## src/rtl/hpc_map.svh

```systemverilog
// How it works
// - Config word at A4h, resets to zero
// - Bit 27 bypasses supply-voltage filter
// - Bits 10-9 pick idle tach level
// - Bits 8-7 pick fault tach level
// - Bit 6 enables alarm output pin
// - Bits 3-2 pick braking source
// - Bits 1-0 pick speed reference source
// - Freq mode: duty equals freq over full-scale
`ifndef HPC_MAP_SVH
`define HPC_MAP_SVH

// ----------------------------------------
// Register offsets
// ----------------------------------------
`define HPC_PIN_CFG_OFF    12'h0a4
`define HPC_FULL_FREQ_OFF  12'h0b0
`define HPC_DIG_SPEED_OFF  12'h0b4
`define HPC_STATUS_OFF     12'h0b8

// ----------------------------------------
// Field positions and masks
// ----------------------------------------
`define HPC_FILT_BIT       27
`define HPC_IDLE_LSB       9
`define HPC_FAULT_LSB      7
`define HPC_ALARM_BIT      6
`define HPC_BRAKE_LSB      2
`define HPC_SPEED_LSB      0
`define HPC_PIN_CFG_MASK   32'h080007cf
`define HPC_PIN_CFG_RST    32'h00000000
`define HPC_FULL_FREQ_RST  32'h00000000
`define HPC_DIG_SPEED_RST  32'h00000000

`endif

```

## src/rtl/hpc_pkg.sv

```systemverilog
package hpc_pkg;
    // Speed reference source codes
    typedef enum logic [1:0] {
        HPC_SPD_ANALOG  = 2'h0,
        HPC_SPD_DUTY    = 2'h1,
        HPC_SPD_DIGITAL = 2'h2,
        HPC_SPD_FREQ    = 2'h3
    } hpc_speed_e;

    // Divider sequencing states, Gray along the path
    typedef enum logic [1:0] {
        HPC_DIV_IDLE = 2'b00,
        HPC_DIV_RUN  = 2'b01,
        HPC_DIV_DONE = 2'b11
    } hpc_div_e;
endpackage

```

## src/rtl/hpc_tach_sel.sv

```systemverilog
`timescale 1ns/10ps
`include "hpc_map.svh"
// ----------------------------------------
// Tach output level selection
// ----------------------------------------
module hpc_tach_sel
    import hpc_pkg::*;
(
    input  wire logic       clock,
    input  wire logic       rst,
    input  wire logic [1:0] idle_sel,     // Idle level code
    input  wire logic [1:0] fault_sel,    // Fault level code
    input  wire logic       motor_run,    // Motor driving
    input  wire logic       motor_fault,  // Fault state
    input  wire logic       tach_raw,     // Core tach pulse
    output logic            tach_output   // Registered pin level
);
    logic last_run_r;  // Last level seen while driving

    // Track level while motor drives
    always_ff @(posedge clock) begin
        if (rst) begin
            last_run_r <= 1'b0;
        end else if (motor_run && !motor_fault) begin
            last_run_r <= tach_raw;
        end
    end

    // Fault has priority over idle
    always_ff @(posedge clock) begin
        if (rst) begin
            tach_output <= 1'b0;
        end else if (motor_fault) begin
            case (fault_sel)
                2'h1:    tach_output <= 1'b1;
                2'h2:    tach_output <= 1'b0;
                default: tach_output <= last_run_r; // Code 0 and undefined code 3: hold last driving level
            endcase
        end else if (!motor_run) begin
            case (idle_sel)
                2'h1, 2'h3: tach_output <= 1'b1;
                2'h2:       tach_output <= 1'b0;
                default:    tach_output <= tach_raw; // Core sets end state
            endcase
        end else begin
            tach_output <= tach_raw;
        end
    end
endmodule

```

## src/rtl/hpc_freq_div.sv

```systemverilog
`timescale 1ns/10ps
`include "hpc_map.svh"
// ----------------------------------------
// Serial divider: duty = freq / full-scale
// ----------------------------------------
module hpc_freq_div
    import hpc_pkg::*;
#(
    parameter int W = 16  // Width of frequency and duty
) (
    input  wire logic         clock,
    input  wire logic         rst,
    input  wire logic         start,      // Begin a division
    input  wire logic [W-1:0] freq_in,    // Measured frequency
    input  wire logic [W-1:0] full_freq,  // Full-scale frequency
    output logic      [W-1:0] duty,       // Fraction, all ones = 100%
    output logic              done        // One-cycle result pulse
);
    hpc_div_e         state_r;
    logic [W:0]       rem_r;     // Partial remainder
    logic [W-1:0]     quo_r;     // Quotient bits
    logic [$clog2(W+1)-1:0] cnt_r;
    logic [W:0]       trial;

    // Done lands W+2 edges after start is taken; one edge of slack below
    localparam int DONE_MIN = W + 1;  // Earliest done after start
    localparam int DONE_MAX = W + 2;  // Latest done after start

    // Restoring step, one bit per clock; trades speed for area
    always_comb begin
        trial = {rem_r[W-1:0], 1'b0} - {1'b0, full_freq};
    end

    // Sequencer and datapath
    always_ff @(posedge clock) begin
        if (rst) begin
            state_r <= HPC_DIV_IDLE;
            rem_r   <= '0;
            quo_r   <= '0;
            cnt_r   <= '0;
            duty    <= '0;
            done    <= 1'b0;
        end else begin
            done <= 1'b0;
            case (state_r)
                HPC_DIV_IDLE: begin
                    if (start) begin
                        rem_r   <= {1'b0, freq_in};
                        quo_r   <= '0;
                        cnt_r   <= '0;
                        state_r <= HPC_DIV_RUN;
                    end
                end
                HPC_DIV_RUN: begin
                    if (!trial[W]) begin
                        rem_r <= trial;
                        quo_r <= {quo_r[W-2:0], 1'b1};
                    end else begin
                        rem_r <= {rem_r[W-1:0], 1'b0};
                        quo_r <= {quo_r[W-2:0], 1'b0};
                    end
                    cnt_r <= cnt_r + 1'b1;
                    if (cnt_r == ($clog2(W+1))'(W - 1)) begin
                        state_r <= HPC_DIV_DONE;
                    end
                end
                default: begin
                    // Saturate at or above full scale, or zero full scale
                    if (freq_in >= full_freq) begin
                        duty <= '1;
                    end else begin
                        duty <= quo_r;
                    end
                    done    <= 1'b1;
                    state_r <= HPC_DIV_IDLE;
                end
            endcase
        end
    end
endmodule

```

## src/rtl/hpc_pin_cfg.sv

```systemverilog
`timescale 1ns/10ps
`include "hpc_map.svh"
// ----------------------------------------
// Hardware pin configuration register block
// ----------------------------------------
module hpc_pin_cfg
    import hpc_pkg::*;
#(
    parameter int FW = 16  // Frequency and duty width
) (
    input  wire logic          clock,
    input  wire logic          rst,
    // APB slave
    input  wire logic          psel,
    input  wire logic          penable,
    input  wire logic          pwrite,
    input  wire logic [11:0]   paddr,
    input  wire logic [31:0]   pwdata,
    output logic      [31:0]   prdata,
    output logic               pready,
    output logic               pslverr,
    // Core side inputs
    input  wire logic          motor_run,
    input  wire logic          motor_fault,
    input  wire logic          tach_raw,
    input  wire logic          brake_pin,
    input  wire logic          alarm_event,
    input  wire logic [FW-1:0] speed_analog,
    input  wire logic [FW-1:0] speed_pwm_duty,
    input  wire logic [FW-1:0] speed_pin_freq,
    input  wire logic          speed_freq_valid,
    // Decoded outputs
    output logic               supply_filter_bypass,
    output logic               alarm_output,
    output logic               brake_apply,
    output logic [1:0]         speed_src,
    output logic [FW-1:0]      speed_cmd,
    output logic               tach_output
);
    // ----------------------------------------
    // Storage
    // ----------------------------------------
    logic [31:0]   pin_cfg_r;    // Configuration word
    logic [FW-1:0] full_freq_r;  // Full-scale frequency
    logic [FW-1:0] dig_speed_r;  // Host speed command
    logic [FW-1:0] freq_duty;    // Divider result
    logic          div_done;     // Divider done pulse
    logic          div_busy_r;   // Division in flight
    logic [FW-1:0] freq_duty_r;  // Latched frequency duty
    logic          access;       // APB access phase

    assign access = psel && penable;

    // Register writes; reserved bits masked
    always_ff @(posedge clock) begin
        if (rst) begin
            pin_cfg_r   <= `HPC_PIN_CFG_RST;
            full_freq_r <= FW'(`HPC_FULL_FREQ_RST);
            dig_speed_r <= FW'(`HPC_DIG_SPEED_RST);
        end else if (access && pwrite) begin
            if (paddr == `HPC_PIN_CFG_OFF) begin
                pin_cfg_r <= pwdata & `HPC_PIN_CFG_MASK;
            end else if (paddr == `HPC_FULL_FREQ_OFF) begin
                full_freq_r <= pwdata[FW-1:0];
            end else if (paddr == `HPC_DIG_SPEED_OFF) begin
                dig_speed_r <= pwdata[FW-1:0];
            end
        end
    end

    // Read mux and slave answer, zero wait state
    always_ff @(posedge clock) begin
        if (rst) begin
            prdata  <= '0;
            pready  <= 1'b0;
            pslverr <= 1'b0;
        end else begin
            pready  <= psel && !penable;
            pslverr <= 1'b0;
            prdata  <= '0;
            if (psel && !penable) begin
                if (paddr == `HPC_PIN_CFG_OFF) begin
                    prdata <= pin_cfg_r;
                end else if (paddr == `HPC_FULL_FREQ_OFF) begin
                    prdata <= 32'(full_freq_r);
                end else if (paddr == `HPC_DIG_SPEED_OFF) begin
                    prdata <= 32'(dig_speed_r);
                end else if (paddr == `HPC_STATUS_OFF) begin
                    prdata <= {28'h0000000, tach_output, brake_apply,
                               alarm_output, div_busy_r};
                end else begin
                    pslverr <= 1'b1;  // Unmapped address
                end
            end
        end
    end

    // ----------------------------------------
    // Decoded controls
    // ----------------------------------------
    // Filter bypass straight from field
    always_ff @(posedge clock) begin
        if (rst) begin
            supply_filter_bypass <= 1'b0;
        end else begin
            supply_filter_bypass <= pin_cfg_r[`HPC_FILT_BIT];
        end
    end

    // Alarm pin only fires when enabled
    always_ff @(posedge clock) begin
        if (rst) begin
            alarm_output <= 1'b0;
        end else begin
            alarm_output <= pin_cfg_r[`HPC_ALARM_BIT] && alarm_event;
        end
    end

    // Brake source: pin, forced brake, or none
    always_ff @(posedge clock) begin
        if (rst) begin
            brake_apply <= 1'b0;
        end else begin
            case (pin_cfg_r[`HPC_BRAKE_LSB +: 2])
                2'h1:    brake_apply <= 1'b1;
                2'h2:    brake_apply <= 1'b0;
                default: brake_apply <= brake_pin;
            endcase
        end
    end

    // Kick the divider on a new frequency sample unless a division is in flight
    always_ff @(posedge clock) begin
        if (rst) begin
            div_busy_r  <= 1'b0;
            freq_duty_r <= '0;
        end else begin
            if (div_done) begin
                div_busy_r  <= 1'b0;
                freq_duty_r <= freq_duty;
            end else if (speed_freq_valid && !div_busy_r) begin
                div_busy_r <= 1'b1;
            end
        end
    end

    // Speed reference mux; digital mode ignores pin
    always_ff @(posedge clock) begin
        if (rst) begin
            speed_src <= 2'h0;
            speed_cmd <= '0;
        end else begin
            speed_src <= pin_cfg_r[`HPC_SPEED_LSB +: 2];
            case (hpc_speed_e'(pin_cfg_r[`HPC_SPEED_LSB +: 2]))
                HPC_SPD_ANALOG:  speed_cmd <= speed_analog;
                HPC_SPD_DUTY:    speed_cmd <= speed_pwm_duty;
                HPC_SPD_DIGITAL: speed_cmd <= dig_speed_r;
                default:         speed_cmd <= freq_duty_r;
            endcase
        end
    end

    // ----------------------------------------
    // Submodules
    // ----------------------------------------
    hpc_freq_div #(.W(FW)) u_div (
        .clock     (clock),
        .rst       (rst),
        .start     (speed_freq_valid && !div_busy_r),
        .freq_in   (speed_pin_freq),
        .full_freq (full_freq_r),
        .duty      (freq_duty),
        .done      (div_done)
    );

    hpc_tach_sel u_tach (
        .clock       (clock),
        .rst         (rst),
        .idle_sel    (pin_cfg_r[`HPC_IDLE_LSB +: 2]),
        .fault_sel   (pin_cfg_r[`HPC_FAULT_LSB +: 2]),
        .motor_run   (motor_run),
        .motor_fault (motor_fault),
        .tach_raw    (tach_raw),
        .tach_output (tach_output)
    );
endmodule

```

## config.mk

```make
export PLATFORM = sky130hd
export DESIGN_NAME = hpc_pin_cfg
export DESIGN_NICKNAME = d
export VERILOG_FILES = /design/src/rtl/hpc_pkg.sv /design/src/rtl/hpc_tach_sel.sv /design/src/rtl/hpc_freq_div.sv /design/src/rtl/hpc_pin_cfg.sv
export VERILOG_INCLUDE_DIRS = /design/src /design/src/rtl
export SDC_FILE = /design/constraint.sdc
export NUM_CORES = 1
export LEC_CHECK = 0
export BUFFER_PORTS_ARGS = -buffer_cell sky130_fd_sc_hd__buf_2
export CELL_PAD_IN_SITES_DETAIL_PLACEMENT = 0
export CELL_PAD_IN_SITES_GLOBAL_PLACEMENT = 1
export CORE_UTILIZATION = 40
export DETAILED_ROUTE_END_ITERATION = 8
export PLACE_DENSITY = 0.76
export SYNTH_ARGS = -nofsm -noshare
export SYNTH_HDL_FRONTEND = slang
export SYNTH_HIERARCHICAL = 1
export SYNTH_SLANG_ARGS = --single-unit
```

## constraint.sdc

```tcl
create_clock -name clock -period 2.9 [get_ports clock]
set_input_delay 0.435 -clock clock [delete_from_list [all_inputs] [get_ports clock]]
set_output_delay 0.435 -clock clock [all_outputs]
set_load 0.05 [all_outputs]
```

After elaboration in Yosys (flattened, before gate mapping):

Cells that the tools add are included.

* flip-flop bits (word level): 172
* latch bits: 0
* bits in writable memories: 0
* ROM bits: 0
* input port bits: 103
* output and inout port bits: 56
* logic and storage cells: 93
* memories: 0

* add/sub/neg operators: 2
* $mul: 0
* divide/modulo/power cells: 0
* order comparisons: 1
* eq/ne operators: 17
* shift-type cells: 0
* multiplexer cells: 24
* bitwise logic cells: 3
* reduce and logical (&&, ||, !) cells: 23

Operator list (count)
* $mux 16: 6
* $pmux 16 s2: 2
* $eq 12x8->1 const B: 4
* $pmux 16 s3: 1
* $mux 28: 1
* $sub 17x16->17: 1
* $ge 16x16->1: 1
* $eq 2x1->1 const B: 5
* $eq 2x2->1 const B: 5
* $pmux 5 s2: 1
* $reduce_or 2->1: 4
* $logic_and 1x1->1: 6
* $pmux 1 s2: 3
* $reduce_and 2->1: 3
* $add 5x1->5 const B: 1
* $eq 5x4->1 const B: 1
* $mux 1: 5
* $mux 5: 1
* $reduce_or 5->1: 1
* $logic_not 2->1: 2
* $mux 2: 2
* $mux 4: 1
* $ne 2x1->1 const B: 2
* $pmux 2 s2: 1
* other kinds (6): 10

Logic depth before layout (Yosys ltp):

Gate-level depths: netlist of run 1.

* word-level depth: 5
* depth in mapped cells: 10

Modules after synthesis:

The synthesis of run 1 kept the hierarchy.

By module, submodules not included
* hpc_pin_cfg: instances 1, cells each 383, area each 4165.2 um2
* hpc_freq_div: instances 1, cells each 412, area each 3464.6 um2
* hpc_tach_sel: instances 1, cells each 13, area each 116.4 um2

Least setup slack after synthesis of run 1:

Ideal clock, no wire load.

* path type: flip-flop to flip-flop
* from: register full_freq_r[0]
* to: register u_div.rem_r[12]
* library setup time: 134 ps
* data arrival time: 2397 ps
* required time: 2766 ps
* slack: 369 ps
* cell stages (with the launch flop): 11
* path buffers: 1
* cell sequence: dfxtp_1 inv_1 fa_1 a211oi_2 o21a_2 a211oi_2 or2_4 o311ai_4 buf_6 mux2i_1 o22ai_1

* word-level cells in the longest chain between the ends: 3

RTL lines
* from (decl): line hpc_pin_cfg.sv:44 `logic [FW-1:0] full_freq_r;`
* from (signal assigned): line hpc_pin_cfg.sv:58 `` full_freq_r <= FW'(`HPC_FULL_FREQ_RST); ``
* from (signal assigned): line hpc_pin_cfg.sv:64 `full_freq_r <= pwdata[FW-1:0];`
* $sub 17x16->17: line hpc_freq_div.sv:31 `trial = {rem_r[W-1:0], 1'b0} - {1'b0, full_freq};`
* $mux 16: line hpc_freq_div.sv:55 `if (!trial[W]) begin`
* $pmux 16 s2: line hpc_freq_div.sv:45 `case (state_r)`
* to (signal assigned): line hpc_freq_div.sv:48 `rem_r <= {1'b0, freq_in};`
* to (signal assigned): line hpc_freq_div.sv:56 `rem_r <= trial;`
* to (signal assigned): line hpc_freq_div.sv:59 `rem_r <= {rem_r[W-1:0], 1'b0};`
* to (decl): line hpc_freq_div.sv:20 `logic [W:0] rem_r;`

No other way between the ends.
A chain may end at the register's enable or synchronous reset.

Worst setup path in the final report of run 1:

* from: register full_freq_r[1]
* to: register u_div.rem_r[9]

Same word-level chain as after synthesis.

==> flow_summary.yaml, run 1 <==
status:
  status: "finished clean"
drt:
  drc: 0
  drt_iter0_drc: 400
  dr_wl_met3_um: 1024
  firstDrtPassIters: 5
  wl_met1_um: 9620
  vias: 6213
  routedWlPerCell_um: 16.77
  wl_um: 20200
  highest_layer: "met4"
  via_per_inst: 5.160
  ant_nets: 0
  wl_met2_um: 9259
clock_network:
  h-tree-depth: 4
  cts_inserted_buffers: 17
  cts_tree: "yes"
  hold_buffers: 0
  clkSlewWorstSetupHoldPaths_ns: 0.06
  cts.path.max_buffers: 2
  clock_sinks: 157
  clkLatencyLatePin_ns: 0.42
  cts-root-buf: "clkbuf_16"
hold_path:
  hold-path-cell-count: 2
  min-delay-path-class: "in -> reg"
placed_design:
  gp_congestion: 0.8571
  hpwl_um: 14740
  place_area_mm2: 0.008613
  placed_cells: 1173
  portBuffers: 128
global_routing:
  grt_pass1_wl_um: 31430
  grt-ovfl-total: 0
  grt_usage_pct: 20.56
  antenna_found_initial: 0
  grt_pass1_vias: 5861
  grt_max_degree: 99
sta:
  tightest_slew_ns: 1.106
  clock_skew_ns: 0.007746
  fmax_mhz: 370.8
  finalMaxSlewViolations: 0
  tns_ns: 0
  fin_crit_sh_pct: 92.99
  period_needed_ns: 2.697
  final-setup-viol-count: 0
  hold_viol_final: 0
  slew_headroom_pct: 26.19
  rsz0062_at_grt: "false"
synthesis:
  ys_seq_area_share_pct: 40.58
  synth.avg_cell_area_um2: 9.587
  yosys-top-cells-area: "dfxtp_1 (41%), mux2i_1 (9.3%), ha_1 (5.7%)"
  yosys.area.top_type: "dfxtp_1"
  synth_top_area_share_pct: 40.58
  synth_cell_type_count: 70
  synth_edf_count: 0
  syn_inst: 808
  synth_ff_type: "dfxtp_1"
  synth_area_mm2: 0.007746
  ys_seq_elements: 157
  yosysWarnings: 6
  ys_async_sr_fraction_pct: 0
critical_path:
  endpoint_kind: "register"
  crit_slowest_cell: "fa_2"
  worst-path-stages: 10
  rrSetupSlack_ns: 0.20
  crit_top_cell: "a211oi_2"
  crit_path_end: "u_div/rem_r[9]"
  crit_path_cell_trace: "inv_1 -> fa_2 -> a211oi_2 -> o21a_2 -> a211oi_2 -> or2_4 -> o311ai_4 -> buf_12 -> nor2_1 -> a311o_1"
  critPathLaunch: "full_freq_r[1]"
  path_delay_family: "compound AO/OA/AOI/OAI gates"
  reg2reg_depth: 10
  worst-setup-path-type: "reg -> reg"
  reg2reg_to: "u_div/rem_r[9]"
  required_ns: 3.21
  crit_buf_inv: 2
  r2r-start: "full_freq_r[1]"
  worstPathArrival_ns: 3.00
  critPathMaxFanout: 14
  max_stage_delay_ns: 0.42
  start_kind: "register"
die:
  num_io_pins: 159
  die_y_um: 141.2
  die_w_um: 141.2
  start_util_pct: 41.14
  row_count: 50
  core_area_mm2: 0.01883
  dieArea_mm2: 0.01993
power:
  vdd_ir_drop_max_uv: 393.1
  p_leak_nw: 4.106
  power_per_cell_area_mw_per_mm2: 669.4
cells_and_area:
  antenna_cells: 0
  utilization_pct: 49.11
  final_cell_mix: "dfxtp_1 (157), buf_2 (127), nor2_1 (112)"
  final_area_mm2: 0.009248
  fill_cells: 1809
  final_common_cell: "dfxtp_1"
  fin_cells: 1204
  drive_gt1_share_pct: 22.46
  area_growth_pct: 19.38
  layout.nets: 1071
run:
  max_cap_viol_count: 0
[cells by family (layout without fill, tap and decap cells)]
logic type | Yosys count | count (layout) | share of synthesized area, %
adders and majority gates | 36 | 36 | 5.912
AOI/OAI and AO/OA | 181 | 181 | 16.20
muxes | 89 | 89 | 14.10
xor gates and xnor gates | 12 | 12 | 1.357
other | 1 | 15 | 0.04841
DFF | 157 | 157 | 40.57
buffers and inverters | 97 | 219 | 6.138
and+or+nand+nor | 235 | 235 | 15.67
[report_power, final]
| part | switching, mW | total, mW | internal (mW) |
|---|---|---|---|
| Sequential | 0.0515 | 2.28 | 2.23 |
| Combinational | 0.839 | 1.53 | 0.695 |
| Clock | 0.910 | 2.38 | 1.47 |
[metal layers]
metal / GRT usage [%] / up-vias
met5: 0 / -
met4: 6.751 / 0
met3: 3.635 / 16
met2: 33.72 / 170
met1: 27.31 / 2924
li1: - / 3103
[timing repair]
item	4_1_cts	5_1_grt
setup endpoints to repair	0	6
buffers inserted	0	0
gates resized for setup	0	2
[synthesized netlist by cell type (all sizes together) (3+ instances only)]
cell type and number:
xor2 4, a31o 3, a22oi 9, dfxtp 157, a32o 3, nor2 112, a21o 13, mux4 16
xnor2 8, nand2 28, nand4 5, ha 35, o21ai 32, mux2i 72, buf 32, nor3b 3
o22ai 15, inv 41, nand2b 10, o21a 4, a21oi 44, a211oi 11, o21bai 9, a221o 5
nor3 12, clkbuf 24, a31oi 9, a22o 8, nand3 6, nand3b 3, nor2b 26, and3 18
[through the flow]
step	setup slack [ns]	hold WS (ns)	total power, mW
6_report	0.2032	0.2465	6.190
5_1_grt	0.06069	0.2473	6.455
4_1_cts	0.1289	0.2274	6.206
3_5_place_dp	0.1644	0.4420	3.830
3_3_place_gp	0.1953	0.4368	3.831
2_1_floorplan	0.3687	0.4250	3.495
[sequential cells by signal, indices dropped and copies added, names as in the netlist, 2 cells and up]
register / count
prdata: 17
dig_speed_r: 16
freq_duty_r: 16
full_freq_r: 16
speed_cmd: 16
u_div/duty: 16
u_div/quo_r: 16
u_div/rem_r: 16
pin_cfg_r: 10
u_div/cnt_r: 5
speed_src: 2
u_div/state_r: 2
[layout make-up]
cell class	count	area (um^2)	area share (%)
multi-input cells	568	4183	45.23
flip-flops and latches	157	3143	33.99
repair buffers	147	814.5	8.808
clock buffers	19	442.9	4.790
well taps	260	325.3	3.518
clock inverters	12	185.2	2.002
inverters	41	153.9	1.664
[worst min-delay path by stage]
stage               startpoint            endpoint  slack, ns
2_1_floorplan   u_div/quo_r[1]      u_div/quo_r[1]       0.43
3_3_place_gp    u_div/quo_r[3]      u_div/quo_r[3]       0.44
3_5_place_dp   u_div/quo_r[14]     u_div/quo_r[14]       0.44
4_1_cts            motor_fault  u_tach/tach_output       0.23
5_1_grt            motor_fault  u_tach/tach_output       0.25
6_report           motor_fault  u_tach/tach_output       0.25
No activity file was read; power rests on OpenSTA's default activity.
==> run 2: changes to the inputs <==
--- a/config.mk
+++ b/config.mk
@@ -11,7 +11,8 @@
 export CELL_PAD_IN_SITES_GLOBAL_PLACEMENT = 1
 export CORE_UTILIZATION = 40
 export DETAILED_ROUTE_END_ITERATION = 8
-export PLACE_DENSITY = 0.76
+export PLACE_DENSITY = 0.87
+export RECOVER_POWER = 100
 export SYNTH_ARGS = -nofsm -noshare
 export SYNTH_HDL_FRONTEND = slang
 export SYNTH_HIERARCHICAL = 1
==> run 2 against run 1 <==
Effect of this change:
- routed wire length shrank 0.12%
- largest cell class unchanged
- first-iteration DRC count rose by 1.0%
- clock power down 3%
- largest power group unchanged
- non-clock buffer count fell by 2
- clock-buffer cell count grew 1
- combinational power shrank 5%
==> flow_summary.yaml, run 2 (synthesis results as in run 1) <==
sta:
  final-setup-viol-count: 0
  rsz0062_at_grt: "false"
  hold_viol_final: 0
  tightest_slew_ns: 1.361
  clock_skew_ns: 0.007353
  fin_crit_sh_pct: 94.85
  tns_ns: 0
  fmax_mhz: 363.6
  period_needed_ns: 2.751
  fin_ws_ns: 0.1495
  finalMaxSlewViolations: 0
  slew_headroom_pct: 9.008
  worst_hold_slack_ns: 0.2452
drt:
  drt_iter0_drc: 404
  ant_nets: 0
  firstDrtPassIters: 5
  drc: 0
  routedWlPerCell_um: 16.77
  via_per_inst: 5.237
  vias: 6300
  wl_um: 20170
critical_path:
  crit_top_cell: "a211oi_2"
  max_stage_delay_ns: 0.47
  start_kind: "register"
  critPathLaunch: "full_freq_r[1]"
  worstPathArrival_ns: 3.07
  critPathMaxFanout: 14
  endpoint_kind: "register"
  reg2reg_depth: 10
  r2r-start: "full_freq_r[1]"
  crit_path_cell_trace: "inv_1 -> fa_1 -> a211oi_2 -> o21a_2 -> a211oi_2 -> or2_4 -> o311ai_4 -> buf_4 -> nor2_1 -> a311o_1"
  crit_slowest_cell: "fa_1"
  crit_path_end: "u_div/rem_r[9]"
  rrSetupSlack_ns: 0.15
  required_ns: 3.22
  worst-setup-path-type: "reg -> reg"
  reg2reg_to: "u_div/rem_r[9]"
clock_network:
  cts.path.max_buffers: 2
  post_cts_buffers: 0
  h-tree-depth: 4
  cts-root-buf: "clkbuf_16"
  post_cts.resized_instances: 0
  clock_sinks: 157
  clkSlewWorstSetupHoldPaths_ns: 0.06
  cts_tree: "yes"
  hold_buffers: 0
  clkLatencyLatePin_ns: 0.43
  cts_inserted_buffers: 17
die:
  dieArea_mm2: 0.01993
  core_area_mm2: 0.01883
  num_io_pins: 159
  die_w_um: 141.2
  row_count: 50
  die_y_um: 141.2
  start_util_pct: 41.14
global_routing:
  grt_pass1_wl_um: 31770
  antenna_found_initial: 1
  grt_max_degree: 66
  grt_pass1_vias: 5957
  grt-ovfl-total: 0
  grt_usage_pct: 20.77
power:
  p_leak_nw: 3.867
  power_frac_comb_pct: 24.2
  power_switching_mw: 1.796
  swShare_pct: 29.72
  p_seq_share_pct: 37.7
  power.share.clock_pct: 38.0
  power_per_cell_area_mw_per_mm2: 667.6
  vdd_ir_drop_max_uv: 409.4
  finalPower_mw: 6.042
  internal_power_mw: 4.247
cells_and_area:
  drive_gt1_share_pct: 16.56
  final_area_mm2: 0.009051
  utilization_pct: 48.07
  final_common_cell: "dfxtp_1"
  fin_cells: 1203
  layout.nets: 1069
  largest_reg_flops: 17
  area_growth_pct: 16.85
  regMostFlops: "prdata"
  final_cell_mix: "dfxtp_1 (157), nor2_1 (112), buf_2 (84)"
placed_design:
  place_area_mm2: 0.008573
  place_ws_ns: 0.1555
  hpwl_um: 14860
  portBuffers: 128
  gp_congestion: 0.8874
  placed_cells: 1171
run:
  max_cap_viol_count: 0
status:
  status: "finished clean"
hold_path:
  min-delay-path-class: "in -> reg"
## run 2: power by group through the flow
stage          clock, mW  combinational [mW]  sequential [mW]
2_1_floorplan          0                1.13             2.36
3_3_place_gp           0                1.45             2.33
4_1_cts             2.32                1.47             2.28
5_1_grt             2.41                1.61             2.29
6_report            2.30                1.46             2.28
3_5_place_dp           0                1.46             2.33
## run 2: critical path: cells and delay by family, from the launching register on
kind            cells  cell delay [ns]
buf+inv             2             0.39
fa+ha+maj           1             0.47
flops               1             0.37
simple gates        2             0.32
compound gates      5             1.09
## run 2: how the worst min path moves through the flow
stage | from | end | slack [ns] | depth (start not counted)
2_1_floorplan | u_div/quo_r[1] | u_div/quo_r[1] | 0.43 | 2
3_3_place_gp | u_div/quo_r[1] | u_div/quo_r[1] | 0.44 | 2
3_5_place_dp | u_div/quo_r[1] | u_div/quo_r[1] | 0.44 | 2
4_1_cts | penable | pready | 0.23 | 2
5_1_grt | brake_pin | brake_apply | 0.25 | 3
6_report | brake_pin | brake_apply | 0.25 | 3
## run 2: layer usage
| layer | track usage [%] | share of wire, % | up-vias |
|---|---|---|---|
| li1 | - | - | 3102 |
| met1 | 27.09 | 46 | 2957 |
| met2 | 33.04 | 45 | 205 |
| met3 | 3.838 | 6.4 | 36 |
| met4 | 10.07 | 3.3 | 0 |
| met5 | 0 | 0 | - |
## run 2: layout make-up
cell class / instances / area, um^2
Tap cell: 260 / 325.3
Sequential cell: 157 / 3143
Clock inverter: 11 / 153.9
Antenna cell: 1 / 2.502
Clock buffer: 20 / 446.7
Fill cell: 1763 / 9779
Multi-Input combinational cell: 568 / 4134
Inverter: 41 / 153.9
Timing Repair Buffer: 145 / 691.9
==> run 3: changes to the inputs <==
--- a/config.mk
+++ b/config.mk
@@ -9,9 +9,10 @@
 export BUFFER_PORTS_ARGS = -buffer_cell sky130_fd_sc_hd__buf_2
 export CELL_PAD_IN_SITES_DETAIL_PLACEMENT = 0
 export CELL_PAD_IN_SITES_GLOBAL_PLACEMENT = 1
-export CORE_UTILIZATION = 40
+export CORE_MARGIN = 10
+export CORE_UTILIZATION = 42
 export DETAILED_ROUTE_END_ITERATION = 8
-export PLACE_DENSITY = 0.87
+export PLACE_DENSITY = 0.9
 export RECOVER_POWER = 100
 export SYNTH_ARGS = -nofsm -noshare
 export SYNTH_HDL_FRONTEND = slang
==> constraint.sdc (replaced) <==
create_clock -name clock -period 3.1 [get_ports clock]
set_input_delay 0.465 -clock clock [delete_from_list [all_inputs] [get_ports clock]]
set_output_delay 0.465 -clock clock [all_outputs]
set_load 0.05 [all_outputs]
==> run 3 against run 2 <==
Effect of this change:
- the run now ends with max-capacitance violations, max-slew violations left
- clock-buffer cell count down 1
- first-iteration DRC count up 14%
- non-clock buffer count down 4
- clock power down 14%
- largest power group is now registers
==> flow_summary.yaml, run 3 (synthesis results as in run 1) <==
status:
  status: "complete, but fails checks"
  violations: "max-capacitance violations, max-slew violations"
placed_design:
  portBuffers: 128
  gp_congestion: 0.8769
  hpwl_um: 15780
  placed_cells: 1136
  place_area_mm2: 0.008517
drt:
  wl_um: 21120
  via_per_inst: 5.416
  routedWlPerCell_um: 18.10
  drt_iter0_drc: 461
  firstDrtPassIters: 5
  ant_nets: 0
  drc: 0
  vias: 6321
clock_network:
  clkLatencyLatePin_ns: 0.42
  cts_inserted_buffers: 17
  clock_sinks: 157
  post_cts_buffers: 0
  cts.path.max_buffers: 2
  cts_tree: "yes"
  cts-root-buf: "clkbuf_16"
  post_cts.resized_instances: 0
  hold_buffers: 0
  clkSlewWorstSetupHoldPaths_ns: 0.06
  h-tree-depth: 4
sta:
  slew_headroom_pct: -0.01592
  tns_ns: 0
  final-setup-viol-count: 0
  finalMaxSlewViolations: 1
  worst_hold_slack_ns: 0.2786
  tightest_slew_ns: 1.485
  period_needed_ns: 2.803
  hold_viol_final: 0
  fin_crit_sh_pct: 90.43
  fmax_mhz: 356.7
  clock_skew_ns: 0.008587
  rsz0062_at_grt: "false"
global_routing:
  grt_pass1_vias: 6034
  grt_usage_pct: 16.90
  grt_pass1_wl_um: 32960
  antenna_found_initial: 1
  grt-ovfl-total: 0
  grt_max_degree: 75
critical_path:
  crit_top_cell: "a211oi_1"
  required_ns: 3.41
  crit_slowest_cell: "fa_1"
  crit_path_cell_trace: "inv_1 -> fa_1 -> a211oi_1 -> o21a_2 -> a211oi_1 -> or2_4 -> o311ai_4 -> buf_12 -> nor2_1 -> a311o_1"
  worstPathArrival_ns: 3.11
  endpoint_kind: "register"
  max_stage_delay_ns: 0.46
  start_kind: "register"
  crit_buf_inv: 2
  worst-setup-path-type: "reg -> reg"
  critPathMaxFanout: 22
  path_delay_family: "compound AO/OA/AOI/OAI gates"
die:
  dieArea_mm2: 0.02428
  die_w_um: 155.8
  die_y_um: 155.8
  core_area_mm2: 0.01802
  row_count: 49
  start_util_pct: 42.98
  num_io_pins: 159
cells_and_area:
  final_cell_mix: "dfxtp_1 (157), nor2_1 (112), buf_2 (86)"
  area_growth_pct: 15.54
  final_common_cell: "dfxtp_1"
  layout.nets: 1065
  fin_cells: 1167
  final_area_mm2: 0.008950
  drive_gt1_share_pct: 16.52
  antenna_cells: 0
  largest_reg_flops: 17
  fill_cells: 1768
  regMostFlops: "prdata"
hold_path:
  min-delay-path-class: "in -> reg"
power:
  p_leak_nw: 3.861
  power_per_cell_area_mw_per_mm2: 613.5
  vdd_ir_drop_max_uv: 435.7
run:
  max_cap_viol_count: 1
## run 3: path summary, 6_finish.rpt
check / startpoint / to / cells after the start / slack, ns
max: full_freq_r[1] / u_div/rem_r[9] / 10 / 0.30
min: brake_pin / brake_apply / 3 / 0.28
min reg2reg: u_div/quo_r[13] / u_div/quo_r[13] / 2 / 0.45
max reg2reg: full_freq_r[1] / u_div/rem_r[9] / 10 / 0.30
## run 3: through the flow
stage          power, mW  setup slack [ns]  utilization [%]
5_1_grt            5.738            0.1453            49.65
3_3_place_gp       3.547            0.4286            47.25
4_1_cts            5.526            0.3776            50.31
2_1_floorplan      3.269            0.5687                -
6_report           5.491            0.2967            49.65
3_5_place_dp       3.564            0.3906            47.25
## run 3: area by class of cell
type / instances / area [um^2] / share of cell area, %
tap: 229 / 286.5 / 3.201
clock inverter: 12 / 108.9 / 1.216
sequential: 157 / 3143 / 35.12
multi-input combinational: 568 / 4126 / 46.11
timing repair buffer: 141 / 688.2 / 7.689
clock buffer: 19 / 442.9 / 4.949
inverter: 41 / 153.9 / 1.720
## run 3: per-layer routing
| layer | track usage [%] | wire (um) |
|---|---|---|
| met5 | 0 | 20 |
| met4 | 6.194 | 457 |
| met3 | 5.597 | 1746 |
| met2 | 25.59 | 9365 |
| met1 | 21.90 | 9533 |
## run 3: power by group
part	leakage, nW	internal (mW)	switching (mW)
Clock	0.271	1.13	0.845
Combinational	2.32	0.609	0.779
Sequential	1.27	2.08	0.0477
Total	3.86	3.82	1.67
## run 3: worst min-delay path, delay by kind of cell
kind | cells | cell delay (ns)
AND/OR/NAND/NOR | 1 | 0.07
multiplexers | 1 | 0.06
buffers and inverters | 1 | 0.08
